--- src/dmr_pkg.sv ---
// constants for the dma channel mask and enable register block
package dmr_pkg;
	localparam int dmr_num_channels = 16;
	localparam int dmr_addr_width = 32;
	localparam int dmr_data_width = 32;

	// register byte addresses
	localparam logic [31:0] dmr_request_mask_set_addr = 32'h4001_0020;
	localparam logic [31:0] dmr_request_mask_clear_addr = 32'h4001_0024;
	localparam logic [31:0] dmr_channel_enable_set_addr = 32'h4001_0028;
	localparam logic [31:0] dmr_channel_enable_clear_addr = 32'h4001_002C;

	// reset values
	localparam logic [31:0] dmr_request_mask_clear_reset = 32'h0000_0000;
	localparam logic [31:0] dmr_channel_enable_set_reset = 32'h0000_0000;
	localparam logic [15:0] dmr_mask_reset = 16'h0000;
	localparam logic [15:0] dmr_enable_reset = 16'h0000;

	// channel field positions
	localparam int second_uart_receive_channel = 15;
	localparam int second_uart_transmit_channel = 14;
	localparam int first_spi_receive_channel = 13;
	localparam int first_spi_transmit_channel = 12;
	localparam int filter_result_channel = 11;
	localparam int second_converter_channel = 10;
	localparam int first_converter_channel = 9;
	localparam int dac_channel = 8;
	localparam int i2c_master_receive_channel = 7;
	localparam int i2c_master_transmit_channel = 6;
	localparam int i2c_slave_receive_channel = 5;
	localparam int i2c_slave_transmit_channel = 4;
	localparam int uart_receive_channel = 3;
	localparam int uart_transmit_channel = 2;
	localparam int second_spi_receive_channel = 1;
	localparam int second_spi_transmit_channel = 0;

	// reserved field
	localparam int dmr_reserved_lsb = 16;
	localparam int dmr_reserved_msb = 31;
	localparam logic [15:0] dmr_reserved_read = 16'h0000;

	// bus responses
	localparam logic [1:0] dmr_resp_okay = 2'h0;
	localparam logic [1:0] dmr_resp_slverr = 2'h2;

	typedef enum logic [4:0] {
		dmr_sel_none = 5'h01,
		dmr_sel_mask_set = 5'h02,
		dmr_sel_mask_clear = 5'h04,
		dmr_sel_enable_set = 5'h08,
		dmr_sel_enable_clear = 5'h10
	} dmr_sel_t;
endpackage : dmr_pkg

--- src/dmr_regs.sv ---
// dma channel request mask and enable registers behind an axi4-lite slave
// Notes on behaviour
// - the request-mask clear register sits at 0x40010024 and resets to zero.
// - a one written to a mask clear bit clears that channel's request mask.
// - a zero written to a mask clear bit leaves that mask bit as it is.
// - bits 31 to 16 of the mask clear and enable set registers are reserved.
// - bits 15 to 8 map to the second uart, first spi, filter, converters and dac.
// - bits 7 to 0 map to the i2c master and slave, the uart and the second spi.
// - bit 9 works only on the variant that holds the first converter.
// - the channel-enable set register sits at 0x40010028 and resets to zero.
// - a one written to an enable set bit enables that channel.
// - a zero written to an enable set bit leaves that channel's enable as it is.
// - reading the enable set register returns every channel's enable state.
// - a one written to the mask set register masks a channel; reads give the masks.
// - a channel's enable clears itself when its dma cycle completes.
`timescale 1ns/1ps
`default_nettype none
module dmr_regs
	import dmr_pkg::*;
#(
	parameter logic first_converter_present = 1'b1
) (
	input wire logic aclk,
	input wire logic aresetn,
	input wire logic [31:0] s_axi_awaddr,
	input wire logic [2:0] s_axi_awprot,
	input wire logic s_axi_awvalid,
	output logic s_axi_awready,
	input wire logic [31:0] s_axi_wdata,
	input wire logic [3:0] s_axi_wstrb,
	input wire logic s_axi_wvalid,
	output logic s_axi_wready,
	output logic [1:0] s_axi_bresp,
	output logic s_axi_bvalid,
	input wire logic s_axi_bready,
	input wire logic [31:0] s_axi_araddr,
	input wire logic [2:0] s_axi_arprot,
	input wire logic s_axi_arvalid,
	output logic s_axi_arready,
	output logic [31:0] s_axi_rdata,
	output logic [1:0] s_axi_rresp,
	output logic s_axi_rvalid,
	input wire logic s_axi_rready,
	input wire logic [15:0] peripheral_request,
	input wire logic [15:0] channel_cycle_done,
	output logic [15:0] channel_service,
	output logic [15:0] channel_enabled,
	output logic [15:0] channel_masked
);
	// write and read sides run as two independent two-state machines
	typedef enum logic [1:0] {
		dmr_wr_idle = 2'h1,
		dmr_wr_resp = 2'h2
	} dmr_wr_state_t;

	typedef enum logic [1:0] {
		dmr_rd_idle = 2'h1,
		dmr_rd_data = 2'h2
	} dmr_rd_state_t;

	// address decode shared by read and write paths
	// unmapped addresses fall through to none and answer with an error
	function automatic dmr_sel_t decode(input logic [31:0] addr);
		dmr_sel_t sel;
		sel = dmr_sel_none;
		if (addr == dmr_request_mask_set_addr) begin
			sel = dmr_sel_mask_set;
		end else if (addr == dmr_request_mask_clear_addr) begin
			sel = dmr_sel_mask_clear;
		end else if (addr == dmr_channel_enable_set_addr) begin
			sel = dmr_sel_enable_set;
		end else if (addr == dmr_channel_enable_clear_addr) begin
			sel = dmr_sel_enable_clear;
		end
		return sel;
	endfunction : decode

	// bit mask of channels that exist on this variant
	function automatic logic [15:0] implemented_mask(input logic converter_present);
		logic [15:0] m;
		m = 16'hFFFF;
		m[first_converter_channel] = converter_present;
		return m;
	endfunction : implemented_mask

	// write side state
	dmr_wr_state_t wr_state;
	dmr_wr_state_t next_wr_state;
	logic aw_held;
	logic next_aw_held;
	logic w_held;
	logic next_w_held;
	logic [31:0] aw_addr;
	logic [31:0] next_aw_addr;
	logic [31:0] w_data;
	logic [31:0] next_w_data;
	logic [3:0] w_strb;
	logic [3:0] next_w_strb;
	logic [1:0] bresp;
	logic [1:0] next_bresp;
	logic wr_fire;
	dmr_sel_t wr_sel;
	logic [15:0] wr_bits;

	// read side state
	dmr_rd_state_t rd_state;
	dmr_rd_state_t next_rd_state;
	logic [31:0] rdata;
	logic [31:0] next_rdata;
	logic [1:0] rresp;
	logic [1:0] next_rresp;
	dmr_sel_t rd_sel;

	// per-channel strobes and state
	logic [15:0] set_mask;
	logic [15:0] clear_mask;
	logic [15:0] set_enable;
	logic [15:0] clear_enable;
	logic [15:0] mask_state;
	logic [15:0] enable_state;

	// write channel: address and data taken in either order
	assign s_axi_awready = (wr_state == dmr_wr_idle) && !aw_held;
	assign s_axi_wready = (wr_state == dmr_wr_idle) && !w_held;
	assign s_axi_bvalid = (wr_state == dmr_wr_resp);
	assign s_axi_bresp = bresp;
	// a write acts only once both halves are held, never on a lone address
	assign wr_fire = (wr_state == dmr_wr_idle) && aw_held && w_held;
	assign wr_sel = decode(aw_addr);

	// only lanes 0 and 1 carry channel bits; upper lanes are reserved
	logic [15:0] lane_bits;
	for (genvar b = 0; b < 2; b++) begin : g_lane
		assign lane_bits[8 * b +: 8] = w_data[8 * b +: 8] & {8{w_strb[b]}};
	end

	// absent channel bits are dropped before any cell sees them
	always_comb begin
		wr_bits = lane_bits & implemented_mask(first_converter_present);
	end

	// write side next state
	always_comb begin
		next_wr_state = wr_state;
		next_aw_held = aw_held;
		next_w_held = w_held;
		next_aw_addr = aw_addr;
		next_w_data = w_data;
		next_w_strb = w_strb;
		next_bresp = bresp;
		unique case (wr_state)
			dmr_wr_idle: begin
				if (s_axi_awvalid && s_axi_awready) begin
					next_aw_held = 1'b1;
					next_aw_addr = s_axi_awaddr;
				end
				if (s_axi_wvalid && s_axi_wready) begin
					next_w_held = 1'b1;
					next_w_data = s_axi_wdata;
					next_w_strb = s_axi_wstrb;
				end
				if (wr_fire) begin
					next_aw_held = 1'b0;
					next_w_held = 1'b0;
					// response is fixed when the write acts, so it stays put while bvalid waits
					next_bresp = (wr_sel == dmr_sel_none) ? dmr_resp_slverr : dmr_resp_okay;
					next_wr_state = dmr_wr_resp;
				end
			end
			dmr_wr_resp: begin
				if (s_axi_bready) begin
					next_wr_state = dmr_wr_idle;
				end
			end
		endcase
	end

	// write side registers
	always_ff @(posedge aclk) begin
		if (!aresetn) begin
			wr_state <= dmr_wr_idle;
			aw_held <= 1'b0;
			w_held <= 1'b0;
			aw_addr <= 32'h0000_0000;
			w_data <= 32'h0000_0000;
			w_strb <= 4'h0;
			bresp <= dmr_resp_okay;
		end else begin
			wr_state <= next_wr_state;
			aw_held <= next_aw_held;
			w_held <= next_w_held;
			aw_addr <= next_aw_addr;
			w_data <= next_w_data;
			w_strb <= next_w_strb;
			bresp <= next_bresp;
		end
	end

	// register write effects: ones act, zeros leave bits untouched
	always_comb begin
		set_mask = 16'h0000;
		clear_mask = 16'h0000;
		set_enable = 16'h0000;
		clear_enable = 16'h0000;
		if (wr_fire) begin
			unique case (wr_sel)
				dmr_sel_mask_set: set_mask = wr_bits;
				dmr_sel_mask_clear: clear_mask = wr_bits;
				dmr_sel_enable_set: set_enable = wr_bits;
				dmr_sel_enable_clear: clear_enable = wr_bits;
				dmr_sel_none: set_mask = 16'h0000;
			endcase
		end
	end

	// one cell per channel, bit index equals channel number
	// a set beats a completion in the same cycle, so a fresh enable is never lost
	for (genvar i = 0; i < dmr_num_channels; i++) begin : g_chan
		dmr_chan_cell #(
			.implemented((i != first_converter_channel) || first_converter_present)
		) u_cell (
			.aclk(aclk),
			.aresetn(aresetn),
			.set_mask(set_mask[i]),
			.clear_mask(clear_mask[i]),
			.set_enable(set_enable[i]),
			.clear_enable(clear_enable[i]),
			.cycle_done(channel_cycle_done[i]),
			.request(peripheral_request[i]),
			.mask(mask_state[i]),
			.enable(enable_state[i]),
			.service(channel_service[i])
		);
	end

	// status views for the rest of the controller
	assign channel_enabled = enable_state;
	assign channel_masked = mask_state;

	// read channel
	// arready stays low while data waits, so a second read cannot overtake it
	logic [31:0] mask_word;
	logic [31:0] enable_word;
	assign mask_word = {dmr_reserved_read, mask_state};
	assign enable_word = {dmr_reserved_read, enable_state};

	assign s_axi_arready = (rd_state == dmr_rd_idle);
	assign s_axi_rvalid = (rd_state == dmr_rd_data);
	assign s_axi_rdata = rdata;
	assign s_axi_rresp = rresp;
	assign rd_sel = decode(s_axi_araddr);

	// read data is captured when the address is taken, then held until rready
	always_comb begin
		next_rd_state = rd_state;
		next_rdata = rdata;
		next_rresp = rresp;
		unique case (rd_state)
			dmr_rd_idle: begin
				if (s_axi_arvalid) begin
					next_rresp = dmr_resp_okay;
					unique case (rd_sel)
						dmr_sel_mask_set,
						dmr_sel_mask_clear: begin
							next_rdata = mask_word;
						end
						dmr_sel_enable_set,
						dmr_sel_enable_clear: begin
							next_rdata = enable_word;
						end
						dmr_sel_none: begin
							next_rdata = 32'h0000_0000;
							next_rresp = dmr_resp_slverr;
						end
					endcase
					next_rd_state = dmr_rd_data;
				end
			end
			dmr_rd_data: begin
				if (s_axi_rready) begin
					next_rd_state = dmr_rd_idle;
				end
			end
		endcase
	end

	// read side registers
	always_ff @(posedge aclk) begin
		if (!aresetn) begin
			rd_state <= dmr_rd_idle;
			rdata <= 32'h0000_0000;
			rresp <= dmr_resp_okay;
		end else begin
			rd_state <= next_rd_state;
			rdata <= next_rdata;
			rresp <= next_rresp;
		end
	end
endmodule : dmr_regs
`default_nettype wire

--- src/dmr_chan_cell.sv ---
// state of one dma channel: request mask, enable and gated request
`timescale 1ns/1ps
`default_nettype none
module dmr_chan_cell
	import dmr_pkg::*;
#(
	parameter logic implemented = 1'b1
) (
	input wire logic aclk,
	input wire logic aresetn,
	input wire logic set_mask,
	input wire logic clear_mask,
	input wire logic set_enable,
	input wire logic clear_enable,
	input wire logic cycle_done,
	input wire logic request,
	output logic mask,
	output logic enable,
	output logic service
);
	logic next_mask;
	logic next_enable;
	logic next_service;

	always_comb begin
		next_mask = mask;
		next_enable = enable;
		if (set_mask) begin
			next_mask = 1'b1;
		end else if (clear_mask) begin
			next_mask = 1'b0;
		end
		if (set_enable) begin
			next_enable = 1'b1;
		end else if (clear_enable || cycle_done) begin
			next_enable = 1'b0;
		end
		if (!implemented) begin
			next_mask = 1'b0;
			next_enable = 1'b0;
		end
		next_service = implemented && request && next_enable && !next_mask;
	end

	always_ff @(posedge aclk) begin
		if (!aresetn) begin
			mask <= 1'b0;
			enable <= 1'b0;
			service <= 1'b0;
		end else begin
			mask <= next_mask;
			enable <= next_enable;
			service <= next_service;
		end
	end
endmodule : dmr_chan_cell
`default_nettype wire

--- config.mk ---
export PLATFORM = sky130hd
export DESIGN_NAME = dmr_regs
export DESIGN_NICKNAME = d
export VERILOG_FILES = /design/src/dmr_pkg.sv /design/src/dmr_regs.sv /design/src/dmr_chan_cell.sv
export SDC_FILE = /design/constraint.sdc
export NUM_CORES = 1
export LEC_CHECK = 0
export BUFFER_PORTS_ARGS = -buffer_cell sky130_fd_sc_hd__buf_2
export CORE_AREA = 4 4 113 115
export CTS_CLUSTER_SIZE = 25
export DETAILED_ROUTE_END_ITERATION = 7
export DIE_AREA = 0 0 117 119
export PLACE_DENSITY = 0.84
export SLEW_MARGIN = 15
export SYNTH_ARGS = -nofsm -noshare
export SYNTH_HDL_FRONTEND = slang
export SYNTH_SLANG_ARGS = --single-unit
--- constraint.sdc ---
create_clock -name aclk -period 3.6 [get_ports aclk]
set_input_delay 0.9 -clock aclk [delete_from_list [all_inputs] [get_ports aclk]]
set_output_delay 0.9 -clock aclk [all_outputs]
set_load 0.005 [all_outputs]
==> impl_metrics.json <==
{
  "status": "finished, final reports clean",
  "swShare": 0.247,
  "yosys_register_bits": 122,
  "cts_resized": 0,
  "seq_area_frac_synth": 0.398,
  "h-tree-depth": 4,
  "grt_overflow_total": 0,
  "irDropWorstVdd_uv": 364,
  "period_needed_ns": 2.68,
  "hold_class": "flip-flop to flip-flop",
  "p_comb_frac": 0.097,
  "clock-sinks": 122,
  "intPower_mw": 2.71,
  "setup_tns_ns": 0,
  "crit_type": "flip-flop to flip-flop",
  "coreArea_um2": 11800,
  "start_kind": "flip-flop",
  "fin_total_pwr_mw": 3.60,
  "power.switching_mw": 0.889,
  "avgSynthCellArea_um2": 8.56,
  "clock_skew_ns": 0.0115,
  "antenna_found_initial": 7,
  "finalMaxSlewViolations": 0,
  "syn_area_um2": 6130,
  "numCtsBuffers": 17,
  "p_seq_frac": 0.406,
  "post_cts_buffers": 0,
  "die_h_um": 119,
  "vias": 5223,
  "synth_area_leader_cell": "dfxtp_1",
  "ys.flop_type": "dfxtp_1",
  "finalHoldViolCount": 0,
  "yosys-top-cells-area": "dfxtp_1 40%, buf_4 8.1%, nand2_1 8.0%",
  "io_pins": 234,
  "nets": 982,
  "drt_wl_total_mm": 15.7,
  "timing.fmax_mhz": 373,
  "grt_setup_unrepaired": "no",
  "final_util": 0.618,
  "stdcell_area_um2": 7300,
  "synth_edf_count": 0,
  "finalCritPeriodShare": 0.746,
  "netlist.area_leader.share": 0.398,
  "cts_buffer_depth": 2,
  "worstPathArrival_ns": 3.01,
  "first_global_vias": 4747,
  "setup_violations": 0,
  "wl_per_cell_um": 15.7,
  "drive_gt1_frac": 0.307,
  "dr.pass1.iters": 5,
  "clk_latency_ns": 0.41,
  "cts_hold_buf": 0,
  "slew_headroom": 0.315,
  "hpwl_mm": 11.5,
  "drc": 0,
  "drt_iter0_markers": 285,
  "cts-root-buf": "clkbuf_16",
  "maxCapViolations": 0,
  "pwr-share-clk": 0.497,
  "crit_required_ns": 3.93,
  "grt_pass1_wl_mm": 24.1,
  "ys_types": 46,
  "placedInstanceArea_um2": 6670,
  "synthCells": 716,
  "port_buffers": 190,
  "rows": 40,
  "p_per_area_nw_per_um2": 492,
  "tightestPinTransition_ns": 1.02,
  "async_reset_ff_frac": 0,
  "die-area_um2": 13900,
  "crit_path_end_kind": "flip-flop",
  "ant_nets": 0,
  "viasPerCell": 5.23,
  "cts_tree": "yes",
  "die_x_um": 117,
  "p_leak_nw": 3.27,
  "cp_max_fo": 19,
  "ys.warnings.count": 0,
  "place_congestion": 0.775,
  "area_growth_pct": 19.1,
  "grt_max_degree": 56,
  "grtUsageTotal": 0.219,
  "start_util": 0.519,
  "path_clk_slew_ns": 0.06
}
[layout make-up]
type	instances	area, um^2
Antenna cell	1	2.50
Tap cell	147	184
Multi-Input combinational cell	479	2970
Inverter	20	75.1
Timing Repair Buffer	197	1000
Clock buffer	18	429
Sequential cell	122	2440
Fill cell	1065	4510
Clock inverter	14	199
[stage by stage]
step	std cells	hold WS, ns	setup slack, ns
after global routing	998	0.482	0.784
final	998	0.462	0.916
after floorplan	733	0.439	1.35
after CTS	997	0.467	0.947
after global placement	965	0.448	0.887
after detailed placement	965	0.457	0.842
[synth_stat cells (all sizes together), types with 5 or more instances]
master   instances
a21boi          60
a2bb2oi          5
and2            35
and3            12
buf             80
clkbuf          32
dfxtp          122
inv             20
mux2i           42
nand2          131
nand2b           5
nand3           27
nand3b          11
nand4           34
nor2            10
nor3            14
nor4            23
nor4bb           5
o21ai           18
or2              6
or3b             6
[sequential cells by signal (all words and copies together) (netlist names)]
name and flops:
s_axi_rresp 1, g_chan.u_cell.enable 16, w_held 1, rd_state 2
aw_addr 32, w_data 16, wr_state 2, g_chan.u_cell.mask 16
s_axi_rdata 16, g_chan.u_cell.service 16, aw_held 1, s_axi_bresp 1
w_strb 2
[power by group through the flow]
stage	clock network [mW]	registers, mW	logic (mW)
after global placement	0	1.48	0.343
after CTS	1.80	1.46	0.349
final	1.79	1.46	0.350
after global routing	1.87	1.47	0.392
after detailed placement	0	1.49	0.348
after floorplan	0	1.47	0.249
[path summary, 6_finish.rpt]
path                             from                                   end  slack, ns  cells past startpoint
min reg2reg  aw_addr[16]$_SDFFE_PN0P_              aw_addr[16]$_SDFFE_PN0P_       0.46                      2
max reg2reg  aw_addr[10]$_SDFFE_PN0P_  g_chan[13].u_cell.service$_SDFF_PN0_       0.92                      5
min          aw_addr[16]$_SDFFE_PN0P_              aw_addr[16]$_SDFFE_PN0P_       0.46                      2
max          aw_addr[10]$_SDFFE_PN0P_  g_chan[13].u_cell.service$_SDFF_PN0_       0.92                      5
[placed cells by master (no fill, tap or decap), types with 3 or more instances in the layout]
master	synthesis	routed
nand3b_1	11	11
nor3_1	12	12
nor4_2	9	9
nor2b_1	3	3
dfxtp_1	122	122
clkinv_4	0	5
or2_2	4	4
or3b_2	6	6
a21boi_1	3	3
bufinv_16	0	4
o21ai_0	18	18
nor2_1	8	8
nand2_1	131	131
nor4bb_1	5	5
a2bb2oi_1	5	5
conb_1	1	18
nand4_1	33	33
and3_1	12	12
buf_4	66	7
clkbuf_16	0	17
nor4_1	14	14
a21boi_2	7	7
mux2i_1	42	42
inv_1	20	20
nand3_1	27	27
and2_1	34	34
a21boi_0	50	50
clkinvlp_4	0	4
buf_2	7	190
nand2b_1	5	5
[worst max-delay path: stages (launching register included)]
cell	delay, ns
dfxtp_1	0.31
nor4_1	0.49
and4_1	0.81
nand4_1	0.40
or3_1	0.42
a21oi_1	0.17
[cells by family after synthesis]
| kind of cell | Yosys count | synth area share |
|---|---|---|
| simple gates | 333 | 0.301 |
| buf+inv | 132 | 0.128 |
| flops | 122 | 0.398 |
| compound gates | 86 | 0.103 |
| mux | 42 | 0.0686 |
| other cells | 1 | 0.000612 |
[layer usage]
metal	vias up	part of all wire	global-route usage
li1	2625	-	-
met1	2367	0.44	0.287
met2	187	0.46	0.347
met3	32	0.075	0.0630
met4	12	0.016	0.0703
met5	-	0.0047	0
(Power assumes the default switching activity.)
